===== src/ctmsr_map.vh =====
// Register map, field positions and key values of the codec tie-off and mute register slice
`ifndef CTMSR_MAP_VH
`define CTMSR_MAP_VH

// Register indices; the byte address is four times the index
`define CTMSR_IDX_OUT_OVR 9'h04f
`define CTMSR_IDX_KEY1 9'h057
`define CTMSR_IDX_KEY2 9'h06c
`define CTMSR_IDX_KEY3 9'h073
`define CTMSR_IDX_MUTE 9'h07c
`define CTMSR_IDX_IRQ_STAT 9'h07d
`define CTMSR_IDX_IRQ_MASK 9'h07e

// Bus geometry
`define CTMSR_AW 12
`define CTMSR_DW 32
`define CTMSR_RW 9
`define CTMSR_PAD_W 23
`define CTMSR_IDX_LSB 2
// Byte-lane bits of an aligned word address
`define CTMSR_ALIGN_OK 2'h0

// Tie-off switch count and reset state
`define CTMSR_SW_W 6
`define CTMSR_RST6 6'h00

// Reset values
`define CTMSR_RST9 9'h000
`define CTMSR_RST3 3'h0
`define CTMSR_RST32 32'h0000_0000

// Output override register fields
`define CTMSR_OVR_EN 8
`define CTMSR_OVR_BUFH 7
`define CTMSR_OVR_BUFL 6
`define CTMSR_OVR_SW_HI 5
`define CTMSR_OVR_SW_LO 0

// Mute status fields (also the layout of interrupt status and mask)
`define CTMSR_MUTE_ANA 2
`define CTMSR_MUTE_LEFT 1
`define CTMSR_MUTE_RIGHT 0
`define CTMSR_EV_W 3

// Four-wire mode key values
`define CTMSR_KEY1_VAL 9'h115
`define CTMSR_KEY2_VAL 9'h03b
`define CTMSR_KEY3_VAL 9'h129

// Digital gain width and zero value
`define CTMSR_GAIN_W 8
`define CTMSR_GAIN_ZERO 8'h00

`endif


===== src/ctmsr_regs.v =====
// Tie-off override, mute status and four-wire key registers behind an APB slave
//
// Implementation choice: the APB register port.
`timescale 1ns/1ps
`include "ctmsr_map.vh"

module ctmsr_regs (
  input wire CLK_I, // 25 MHz clock
  input wire RESET_N_I, // Synchronous reset, active low
  input wire PSEL_I, // APB select
  input wire PENABLE_I, // APB enable
  input wire PWRITE_I, // APB direction, high for write
  input wire [`CTMSR_AW-1:0] PADDR_I, // APB byte address
  input wire [`CTMSR_DW-1:0] PWDATA_I, // APB write data
  output reg [`CTMSR_DW-1:0] PRDATA_O, // APB read data
  output reg PREADY_O, // APB ready
  output reg PSLVERR_O, // APB error on unmapped address
  input wire ANALOG_AUTOMUTE_I, // Analog automute condition active
  input wire [`CTMSR_GAIN_W-1:0] LEFT_GAIN_I, // Left playback digital gain
  input wire [`CTMSR_GAIN_W-1:0] RIGHT_GAIN_I, // Right playback digital gain
  input wire BOOST_BUF_EN_I, // Boosted tie-off buffer enabled
  input wire PLAIN_BUF_EN_I, // Plain tie-off buffer enabled
  input wire AUTO_BOOST_BYP_I, // Automatic boosted bypass switch state
  input wire AUTO_PLAIN_BYP_I, // Automatic plain bypass switch state
  input wire [5:0] AUTO_TIEOFF_I, // Automatic tie-off switches, order as outputs
  output reg BOOST_BYP_CLOSE_O, // Boosted buffer bypass switch closed
  output reg PLAIN_BYP_CLOSE_O, // Plain buffer bypass switch closed
  output reg [5:0] TIEOFF_CLOSE_O, // Spk L, spk R, aux A, aux B, phones L, phones R
  output reg FOUR_WIRE_MODE_O, // Four-wire control mode enabled
  output reg IRQ_O // Level interrupt
);

  // ==========================================================
  // Declarations
  reg [`CTMSR_RW-1:0] ovr_q;
  reg [`CTMSR_RW-1:0] key1_q;
  reg [`CTMSR_RW-1:0] key2_q;
  reg [`CTMSR_RW-1:0] key3_q;
  reg [`CTMSR_EV_W-1:0] mute_q;
  reg [`CTMSR_EV_W-1:0] mute_d;
  reg [`CTMSR_EV_W-1:0] irq_stat_q;
  reg [`CTMSR_EV_W-1:0] irq_stat_d;
  reg [`CTMSR_EV_W-1:0] irq_mask_q;
  reg [`CTMSR_RW-1:0] rd_d;
  reg hit_d;
  wire [`CTMSR_RW-1:0] idx;
  wire setup_ph;
  wire wr_ok;
  wire ovr_en;
  wire [`CTMSR_EV_W-1:0] mute_rise;
  reg [`CTMSR_DW-1:0] prdata_d;
  reg pslverr_d;
  reg boost_byp_d;
  reg plain_byp_d;
  wire [`CTMSR_SW_W-1:0] tieoff_d;
  reg four_wire_d;
  reg irq_d;
  wire addr_aligned;
  wire addr_in_page;
  wire wr_ovr;
  wire wr_key1;
  wire wr_key2;
  wire wr_key3;
  wire wr_mask;
  wire clr_stat;
  wire key1_ok;
  wire key2_ok;
  wire key3_ok;

  // ==========================================================
  // Bus phase decode
  // The register index sits above the two byte-lane bits
  assign idx = PADDR_I[`CTMSR_IDX_LSB +: `CTMSR_RW];
  assign setup_ph = PSEL_I & ~PENABLE_I;
  // Write commits only at the access edge that sees ready high
  assign wr_ok = PSEL_I & PENABLE_I & PREADY_O & PWRITE_I & ~PSLVERR_O;

  // Byte-lane bits must be zero; the top address bit lies outside the
  // index, so without this check every register would show up twice
  assign addr_aligned = (PADDR_I[`CTMSR_IDX_LSB-1:0] == `CTMSR_ALIGN_OK);
  assign addr_in_page = ~|PADDR_I[`CTMSR_AW-1:`CTMSR_IDX_LSB+`CTMSR_RW];

  // ==========================================================
  // Write strobes, one per writable place
  // Unmapped accesses never get here, since PSLVERR_O blocks wr_ok
  assign wr_ovr = wr_ok && (idx == `CTMSR_IDX_OUT_OVR);
  assign wr_key1 = wr_ok && (idx == `CTMSR_IDX_KEY1);
  assign wr_key2 = wr_ok && (idx == `CTMSR_IDX_KEY2);
  assign wr_key3 = wr_ok && (idx == `CTMSR_IDX_KEY3);
  assign wr_mask = wr_ok && (idx == `CTMSR_IDX_IRQ_MASK);
  // Write one to clear the sticky status
  assign clr_stat = wr_ok && (idx == `CTMSR_IDX_IRQ_STAT);

  // ==========================================================
  // Mute status sampling
  // automute flag follow
  always @*
  begin
    mute_d = `CTMSR_RST3;
    mute_d[`CTMSR_MUTE_ANA] = ANALOG_AUTOMUTE_I;
    mute_d[`CTMSR_MUTE_LEFT] = (LEFT_GAIN_I == `CTMSR_GAIN_ZERO);
    mute_d[`CTMSR_MUTE_RIGHT] = (RIGHT_GAIN_I == `CTMSR_GAIN_ZERO);
  end

  always @(posedge CLK_I)
  begin
    if (!RESET_N_I)
      mute_q <= `CTMSR_RST3;
    else
      mute_q <= mute_d;
  end

  // Each flag entering mute is an interrupt event
  assign mute_rise = mute_d & ~mute_q;

  // ==========================================================
  // Read mux and address decode
  // Misaligned or out-of-page addresses count as unmapped accesses
  always @*
  begin
    rd_d = `CTMSR_RST9;
    hit_d = addr_aligned & addr_in_page;
    case (idx)
      `CTMSR_IDX_OUT_OVR: rd_d = ovr_q;
      `CTMSR_IDX_KEY1: rd_d = key1_q;
      `CTMSR_IDX_KEY2: rd_d = key2_q;
      `CTMSR_IDX_KEY3: rd_d = key3_q;
      `CTMSR_IDX_MUTE: rd_d = {{(`CTMSR_RW-`CTMSR_EV_W){1'b0}}, mute_q};
      `CTMSR_IDX_IRQ_STAT: rd_d = {{(`CTMSR_RW-`CTMSR_EV_W){1'b0}}, irq_stat_q};
      `CTMSR_IDX_IRQ_MASK: rd_d = {{(`CTMSR_RW-`CTMSR_EV_W){1'b0}}, irq_mask_q};
      default: hit_d = 1'b0;
    endcase
  end

  // ==========================================================
  // Response value for the coming access cycle
  // Read data is frozen at the setup edge and falls back to zero
  // outside the access cycle, so a stale word never lingers on the bus
  always @*
  begin
    pslverr_d = 1'b0;
    prdata_d = `CTMSR_RST32;
    if (setup_ph)
    begin
      pslverr_d = ~hit_d;
      if (hit_d && !PWRITE_I)
        prdata_d = {{`CTMSR_PAD_W{1'b0}}, rd_d};
    end
  end

  // APB response: ready in the first access cycle, no wait states
  always @(posedge CLK_I)
  begin
    if (!RESET_N_I)
    begin
      PREADY_O <= 1'b0;
      PSLVERR_O <= 1'b0;
      PRDATA_O <= `CTMSR_RST32;
    end
    else
    begin
      PREADY_O <= setup_ph;
      PSLVERR_O <= pslverr_d;
      PRDATA_O <= prdata_d;
    end
  end

  // ==========================================================
  // Writable registers
  // mute status has no write path
  always @(posedge CLK_I)
  begin
    if (!RESET_N_I)
    begin
      ovr_q <= `CTMSR_RST9;
      key1_q <= `CTMSR_RST9;
      key2_q <= `CTMSR_RST9;
      key3_q <= `CTMSR_RST9;
      irq_mask_q <= `CTMSR_RST3;
    end
    else
    begin
      // Mute status index has no strobe, so host writes there are dropped
      if (wr_ovr)
        ovr_q <= PWDATA_I[`CTMSR_RW-1:0];
      if (wr_key1)
        key1_q <= PWDATA_I[`CTMSR_RW-1:0];
      if (wr_key2)
        key2_q <= PWDATA_I[`CTMSR_RW-1:0];
      if (wr_key3)
        key3_q <= PWDATA_I[`CTMSR_RW-1:0];
      if (wr_mask)
        irq_mask_q <= PWDATA_I[`CTMSR_EV_W-1:0];
    end
  end

  // ==========================================================
  // Sticky interrupt status, write one to clear
  // A new event in the clearing cycle wins so no entry is lost
  always @*
  begin
    irq_stat_d = irq_stat_q;
    if (clr_stat)
      irq_stat_d = irq_stat_d & ~PWDATA_I[`CTMSR_EV_W-1:0];
    irq_stat_d = irq_stat_d | mute_rise;
    // Uses the next status so the line rises together with the status bit
    irq_d = |(irq_stat_d & irq_mask_q);
  end

  always @(posedge CLK_I)
  begin
    if (!RESET_N_I)
    begin
      irq_stat_q <= `CTMSR_RST3;
      IRQ_O <= 1'b0;
    end
    else
    begin
      irq_stat_q <= irq_stat_d;
      IRQ_O <= irq_d;
    end
  end

  // ==========================================================
  // Tie-off switch control
  // Tie-off switches follow automatic control unless override is enabled; bypass switches keep it and override only adds closes
  assign ovr_en = ovr_q[`CTMSR_OVR_EN];

  // Bypass requests: the forced close applies only while its buffer is off,
  // so an enabled buffer is never shorted by a left-over override bit
  always @*
  begin
    boost_byp_d = AUTO_BOOST_BYP_I;
    if (ovr_en && ovr_q[`CTMSR_OVR_BUFH] && !BOOST_BUF_EN_I)
      boost_byp_d = 1'b1;
    plain_byp_d = AUTO_PLAIN_BYP_I;
    if (ovr_en && ovr_q[`CTMSR_OVR_BUFL] && !PLAIN_BUF_EN_I)
      plain_byp_d = 1'b1;
  end

  // One selector per output switch, same order as the override field
  // override select
  genvar sw;
  generate
    for (sw = 0; sw < `CTMSR_SW_W; sw = sw + 1)
    begin : g_tieoff
      assign tieoff_d[sw] = ovr_en ? ovr_q[`CTMSR_OVR_SW_LO + sw] : AUTO_TIEOFF_I[sw];
    end
  endgenerate

  always @(posedge CLK_I)
  begin
    if (!RESET_N_I)
    begin
      BOOST_BYP_CLOSE_O <= 1'b0;
      PLAIN_BYP_CLOSE_O <= 1'b0;
      TIEOFF_CLOSE_O <= `CTMSR_RST6;
    end
    else
    begin
      BOOST_BYP_CLOSE_O <= boost_byp_d;
      PLAIN_BYP_CLOSE_O <= plain_byp_d;
      TIEOFF_CLOSE_O <= tieoff_d;
    end
  end

  // ==========================================================
  // Four-wire mode key check
  // first key value
  // all keys required
  // Full 9-bit compares: a near miss on any key keeps the mode off
  assign key1_ok = (key1_q == `CTMSR_KEY1_VAL);
  assign key2_ok = (key2_q == `CTMSR_KEY2_VAL);
  assign key3_ok = (key3_q == `CTMSR_KEY3_VAL);

  // Mode drops as soon as any key is rewritten to a wrong value
  always @*
  begin
    four_wire_d = key1_ok & key2_ok & key3_ok;
  end

  always @(posedge CLK_I)
  begin
    if (!RESET_N_I)
      FOUR_WIRE_MODE_O <= 1'b0;
    else
      FOUR_WIRE_MODE_O <= four_wire_d;
  end

endmodule


===== config.mk =====
export PLATFORM = sky130hd
export DESIGN_NAME = ctmsr_regs
export DESIGN_NICKNAME = d
export VERILOG_FILES = /design/src/ctmsr_regs.v
export VERILOG_INCLUDE_DIRS = /design/src
export SDC_FILE = /design/constraint.sdc
export NUM_CORES = 1
export LEC_CHECK = 0
export ABC_AREA = 0
export BUFFER_PORTS_ARGS = -buffer_cell sky130_fd_sc_hd__buf_2
export CAP_MARGIN = 5
export CORE_MARGIN = 1.5
export CORE_UTILIZATION = 40
export CTS_CLUSTER_DIAMETER = 120
export DETAILED_ROUTE_END_ITERATION = 10
export GPL_TIMING_DRIVEN = 0
export PLACE_DENSITY_LB_ADDON = 0.08
export SLEW_MARGIN = 25
export SYNTH_ARGS = -nofsm -noshare
export SYNTH_HDL_FRONTEND = slang
export SYNTH_SLANG_ARGS = --single-unit

===== constraint.sdc =====
create_clock -name CLK_I -period 1.6 [get_ports CLK_I]
set_clock_uncertainty 0.05 [all_clocks]
set_input_delay 0.32 -clock CLK_I [delete_from_list [all_inputs] [get_ports CLK_I]]
set_output_delay 0.32 -clock CLK_I [all_outputs]
set_load 0.005 [all_outputs]

After elaboration in Yosys (flattened, before gate mapping) --
Cells that the tools add are included.
Word-level totals: bits in latches 0, memories kept 0, ROM bits 0, output and inout port bits 44, bits of input ports 76, memory bits (writable) 0, register bits after elaboration 89
Operators by class: bitwise gates (word level) 17, multiplexer cells 11, add/sub/neg operators 0, div/mod/pow operators 0, shift-type cells 0, $mul 0, equality and inequality tests 10, reduce and logical (&&, ||, !) cells 22, $lt $le $gt $ge 0
Operators by type and width (count):
- $eq A9 B7 Y1 const B | 7
- $pmux W9 S7 | 1
- $eq A9 B9 Y1 const B | 2
- $logic_not A8 Y1 | 2
- $logic_and A1 B1 Y1 | 11
- $and A3 B3 Y3 | 3
- $eq A9 B6 Y1 const B | 1
- $mux W1 | 9
- $and A1 B1 Y1 | 8
- $reduce_or A7 Y1 | 1
- $not A3 Y3 | 2
- $logic_not A1 Y1 | 4
- $mux W3 | 1
- $not A1 Y1 | 3
- $or A3 B3 Y3 | 1
- $reduce_and A3 Y1 | 1
- $reduce_or A3 Y1 | 1
- $logic_not A2 Y1 | 1
- $reduce_and A2 Y1 | 1

Logic depth before layout (Yosys ltp) --
Gate-level depths: netlist (run 1).
word-level depth 9, gate-level depth with buffers 7, mapped depth without buffers 4

Least setup slack after synthesis (run 1) --
Ideal clock, no wire load.
path kind input to register, start point input PADDR_I[7], end point register PRDATA_O[8], buffers on the path 3, slack -0.130 ns, data arrival time 1.546 ns, stages on the path 7, required time 1.416 ns, path through buf_2 > and4bb_4 > and3_4 > buf_6 > buf_6 > a222oi_1 > a211oi_1
On the way: word-level cells in the longest chain between the ends 5
RTL lines:
- start: declaration | RTL line ctmsr_regs.v:13 | input wire [`CTMSR_AW-1:0] PADDR_I,
- $eq A9 B7 Y1 | RTL line ctmsr_regs.v:123 | case (idx)
- $reduce_or A7 Y1 (no line)
- $mux W1 | RTL line ctmsr_regs.v:123
- $logic_and A1 B1 Y1 | RTL line ctmsr_regs.v:146 | if (hit_d && !PWRITE_I)
- $reduce_and A3 Y1 (no line)
- end signal: assignment | RTL line ctmsr_regs.v:158 | PRDATA_O <= `CTMSR_RST32;
- end signal: assignment | RTL line ctmsr_regs.v:164 | PRDATA_O <= prdata_d;
- end: declaration | RTL line ctmsr_regs.v:15 | output reg [`CTMSR_DW-1:0] PRDATA_O,
Parallel ways exist; a longest one is shown, timed or not. A chain may end at the register's enable or synchronous reset.

Worst setup path after layout (run 1) --
start point input PADDR_I[6], end point register PRDATA_O[8]
The elaborated chain is that of the path after synthesis.

==> results of run 1 <==
[final timing paths]
kind | startpoint | to | slack [ps] | cells past startpoint
worst max register to register | ovr_q[8] | PRDATA_O[8] | 40 | 3
worst max-delay path | PADDR_I[6] | PRDATA_O[8] | 40 | 7
worst min register to register | mute_q[0] | irq_stat_q[0] | 410 | 1
worst min-delay path | RIGHT_GAIN_I[6] | mute_q[0] | 100 | 2
[where the power goes]
group          internal, W  total, W  switching (W)
sequential         0.00166   0.00166     0.00000437
combinational     0.000142  0.000302       0.000160
clock             0.000890   0.00161       0.000722
total              0.00269   0.00358       0.000886
[repair_timing]
action / CTS / global route
endpoints found under the setup margin: 35 / 29
buffers inserted: 5 / 2
hold endpoints to repair: 0 / 0
pin swaps: 3 / 6
gates resized for setup: 7 / 12
[registers in the layout, summed over array words and instances, names as in the netlist]
name,cells
key1_q,9
FOUR_WIRE_MODE_O,1
BOOST_BYP_CLOSE_O,1
ovr_q,9
key2_q,9
IRQ_O,1
TIEOFF_CLOSE_O,6
key3_q,9
PSLVERR_O,1
PREADY_O,1
irq_mask_q,3
PRDATA_O,9
PLAIN_BYP_CLOSE_O,1
irq_stat_q,3
mute_q,3
[routing by layer]
layer,share of wire,GRT usage
met5,0,0
met4,0.014,0.0783
met3,0.077,0.0512
met2,0.45,0.342
met1,0.46,0.307
[layout make-up]
cell class	count	area [um2]
Sequential cell	66	1320
Clock inverter	7	101
Inverter	9	33.8
Clock buffer	9	124
Tap cell	102	128
Buffer	52	368
Timing Repair Buffer	77	409
Multi-Input combinational cell	263	1660
Fill cell	765	3620
[Yosys cell counts (all sizes together), types with 2 or more instances]
master    n
and2      5
or3       2
dfxtp    66
o21ai    37
and3      5
buf      36
a22oi     6
nand3    40
a21oi    40
clkbuf   16
a211oi    8
nand2     8
o2bb2ai   3
a31oi     3
nor4b     4
nor2     10
nor3      5
nand4     7
nand2b    6
nor2b     3
and4bb    2
a22o      4
o311ai    3
a222oi    6
or4       2
nor4      4
o31ai     5
inv       9
and4b     2
mux2i     9
nand4b    2
[per-stage QoR]
step           hold WS, ps  setup WS, ps  power, W  utilization
2_1_floorplan          366         -34.0   0.00187            -
3_5_place_dp           402          -512   0.00199        0.495
4_1_cts               93.3          7.65   0.00359        0.530
3_3_place_gp           404          -506   0.00199        0.495
5_1_grt                101          3.24   0.00369        0.534
6_report               103          36.4   0.00358        0.534
[worst max-delay path, stage by stage]
cell and delay [ps]:
clkbuf_4 160, and4bb_4 410, and3_4 210, buf_6 110
buf_6 140, a222oi_1 100, a211oi_1 310
[cell families after synthesis]
family                 Yosys count  share of synthesized area
AO/OA/AOI/OAI                  118                      0.229
XOR/XNOR                         1                    0.00270
buffers and inverters           61                      0.111
flip-flops                      66                      0.408
multiplexers                     9                     0.0278
other                            1                    0.00116
AND/OR/NAND/NOR                112                      0.221
==> metrics, run 1 <==
Num CTS Buffers 9; top fanout value on the critical path 10; sequential area share after synthesis 0.408; CTS H-tree lvls 3; FF+latch count, synth 66; # setup viols final 0; Post-synth EDFFs 0; iteration-0 DRC count of the detailed router 300; Initial Util 0.417; Hold Path Class input port to flip-flop; final setup TNS 0 ps; IO Count 120; DR vias/cell 5.48; commonest non-fill, non-tap cells in the layout buf_2, dfxtp_1, nand3_1, a21oi_1, buf_4; final instance area 4150 um2; Hold Fails Final Rpt 0; antenna violations before repair 0; status complete, no violations; GRT Total Usage 0.223; worst path required time 1800 ps; Slew Limit Headroom 0.521; Max Slew Vio Count 0; Die Y 93.0 um; Synthesis Warnings 0; area share of the largest cell type after synthesis 0.408; global route overflow 0; cells after synthesis 368; CTS Sinks 66; Worst VDD drop 0.358 mV; Final Critical Period 1560 ps; Fmax 0.640 GHz; most common cell after layout, fill and taps aside buf_2; Setup crit start kind input port; syn avg cell area 8.80 um2; DR WL/cell 16.3 um; Final nets 554; Yosys cell types 55; GPL Wtd Cong 0.918; top_reg_cell synth dfxtp_1; DPL Wire Length 6890 um; vias in the first global route 2,864; Async SR Flop Fraction 0; Root Driver clkbuf_8; Slew @ Worst Pin 718 ps; CORE AREA 7770 um2; first-pass GRT wire length 14,800 um; Area contributors post-synth dfxtp_1, buf_4, a21oi_1, nand3_1, o21ai_0; unrepaired setup endpoints after global routing no; pin count of the biggest net entering global routing 14; DIE AREA 8650 um2; CP Data Arrival Time 1760 ps; biggest area consumer among synthesized cells dfxtp_1; antenna violation net count after detailed routing 0; DP Area 3840 um2; Pleak 1.64 nW; Inst Count DP 562; Power Dens Cells 862 nW/um2; via count 3,206; kind of end point of the critical path flip-flop; Finished Layout Cells 585; CTS tree done; cts hold-fix bufs 0; Residual DRC 0; Port Buffer Count 70; drt pass-1 iters 6; Max Buffers Root-to-Sink 2; share of cells above drive strength 1 0.304; Area Growth Syn to Fin 28.0%; clk_lat worst skew 360 ps; n_diodes 0; clock-pin slew on the worst setup and hold paths 70 ps; Die Wd 93.0 um; cell row count 32; Mapped Area 3240 um2; Routed WL 9550 um; final worst-path cycle share 0.977; max cap viols 0; critical path type input port to flip-flop
No activity file was read; power rests on OpenSTA's default activity.
==> inputs of run 2 (changes only) <==
--- a/config.mk
+++ b/config.mk
@@ -15,6 +15,7 @@
 export DETAILED_ROUTE_END_ITERATION = 10
 export GPL_TIMING_DRIVEN = 0
 export PLACE_DENSITY_LB_ADDON = 0.08
+export REMOVE_ABC_BUFFERS = 1
 export SLEW_MARGIN = 25
 export SYNTH_ARGS = -nofsm -noshare
 export SYNTH_HDL_FRONTEND = slang
==> metrics, run 2 (synthesis results as in run 1) <==
status complete, no violations (unchanged); Max Slew Vio Count 0 (unchanged); crit path to key2_q[2] (was PRDATA_O[8]); IO Count 120 (unchanged); top fanout value on the critical path 10 (unchanged); Initial Util 0.417 (unchanged); antenna violations before repair 0 (unchanged); vias in the first global route 2,781 (was 2,864); DIE AREA 8650 um2 (unchanged); Power Dens Cells 888 nW/um2 (was 862 nW/um2); CORE AREA 7770 um2 (unchanged); Final nets 510 (was 554); global route overflow 0 (unchanged); cts hold-fix bufs 0 (unchanged); Setup crit start kind input port (unchanged); CTS H-tree lvls 3 (unchanged); Residual DRC 0 (unchanged); Reg-to-Reg End IRQ_O (was PRDATA_O[8]); Pleak 1.46 nW (was 1.64 nW); clock-pin slew on the worst setup and hold paths 70 ps (about the same); Hold Path Class input port to flip-flop (unchanged); Routed WL 9280 um (was 9550 um); Area Growth Syn to Fin 19.4% (was 28.0%); unrepaired setup endpoints after global routing no (unchanged); Reg area 1320 um2 (unchanged); DPL Wire Length 5790 um (was 6890 um); max cap viols 0 (unchanged); worst path required time 1750 ps (was 1800 ps); critical path type input port to flip-flop (unchanged); Die Wd 93.0 um (unchanged); DP Area 3490 um2 (was 3840 um2); Worst VDD drop 0.419 mV (was 0.358 mV); Max Buffers Root-to-Sink 2 (unchanged); commonest non-fill, non-tap cells in the layout buf_2, dfxtp_1, a21oi_1 (was buf_2, dfxtp_1, nand3_1, a21oi_1, buf_4); kind of end point of the critical path flip-flop (unchanged); final worst-path cycle share 0.948 (was 0.977); CTS tree done (unchanged); DR vias/cell 5.57 (was 5.48); Num CTS Buffers 9 (unchanged); Root Driver clkbuf_8 (unchanged); reg2reg path depth 5 (was 3); n_diodes 0 (unchanged); Setup crit start PADDR_I[3] (was PADDR_I[6]); Final Critical Period 1520 ps (was 1560 ps); GRT Total Usage 0.213 (was 0.223); # setup viols final 0 (unchanged); Slew @ Worst Pin 579 ps (was 718 ps); Die Y 93.0 um (unchanged); Fillers 792 (was 765); Port Buffer Count 73 (was 70); Multi-input gate area 1710 um2 (was 1660 um2); Hold Fails Final Rpt 0 (unchanged); most common cell after layout, fill and taps aside buf_2 (unchanged); antenna violation net count after detailed routing 0 (unchanged); cell row count 32 (unchanged); drt pass-1 iters 5 (was 6); GPL Wtd Cong 0.800 (was 0.918); CTS Sinks 66 (unchanged); final core occ 0.498 (was 0.534); Fmax 0.659 GHz (was 0.640 GHz); CP Data Arrival Time 1670 ps (was 1760 ps); share of cells above drive strength 1 0.280 (was 0.304); clk_lat worst skew 340 ps (was 360 ps); first-pass GRT wire length 14,200 um (was 14,800 um); Slew Limit Headroom 0.614 (was 0.521); DR WL/cell 17.2 um (was 16.3 um); pin count of the biggest net entering global routing 51 (was 14); iteration-0 DRC count of the detailed router 219 (was 300); min-delay src RIGHT_GAIN_I[6] (unchanged); final setup TNS 0 ps (unchanged); via count 3,016 (was 3,206); FF-to-FF Start PREADY_O (was ovr_q[8]); final instance area 3870 um2 (was 4150 um2); FF-to-FF setup slack 120 ps (was 40 ps)
run 2: repair_timing:
action	4_1_cts	5_1_grt
cloned	0	1
gates resized for setup	9	10
pin swaps	4	3
buffers inserted	8	3
setup endpoints to repair	49	44
run 2: stage by stage:
step | total power [W] | setup WS, ps | hold slack (ps) | std cells
6_report | 0.00343 | 82.9 | 117 | 541
5_1_grt | 0.00356 | 21.4 | 94.3 | 541
4_1_cts | 0.00345 | -18.4 | 100 | 537
3_5_place_dp | 0.00193 | -857 | 406 | 513
3_3_place_gp | 0.00193 | -804 | 403 | 513
2_1_floorplan | 0.00180 | -129 | 367 | 338
run 2: final cells by class:
type | count | area share
clock buffer | 11 | 0.0340
tap | 102 | 0.0330
inverter | 9 | 0.00938
sequential | 66 | 0.342
multi-input combinational | 264 | 0.442
clock inverter | 5 | 0.0204
timing repair buffer | 84 | 0.120
run 2: worst min path at each step:
stage | to | slack, ps | depth (start not counted)
final | mute_q[0] | 120 | 2
after global routing | mute_q[0] | 90 | 2
after CTS | mute_q[0] | 100 | 2
after detailed placement | irq_stat_q[0] | 410 | 1
after global placement | irq_stat_q[0] | 400 | 1
after floorplan | PREADY_O | 370 | 1
run 2: report_power, final:
part | leakage (nW) | switching (W) | internal, W | total [W]
Clock | 0.107 | 0.000649 | 0.000877 | 0.00153
Combinational | 0.819 | 0.000149 | 0.0000971 | 0.000246
Sequential | 0.534 | 0.00000491 | 0.00166 | 0.00166
Total | 1.46 | 0.000803 | 0.00263 | 0.00343
run 2: per-layer routing:
metal / share of wire / vias up / track usage
met1: 0.46 / 1409 / 0.282
met5: 0 / - / 0
met3: 0.064 / 12 / 0.0472
met4: 0.016 / 0 / 0.0770
li1: - / 1455 / -
met2: 0.46 / 140 / 0.339
run 2: critical path: stages:
cell,delay (ps)
buf_2,180
nor4b_4,360
nand3_1,380
o21ai_0,320
a21oi_1,100
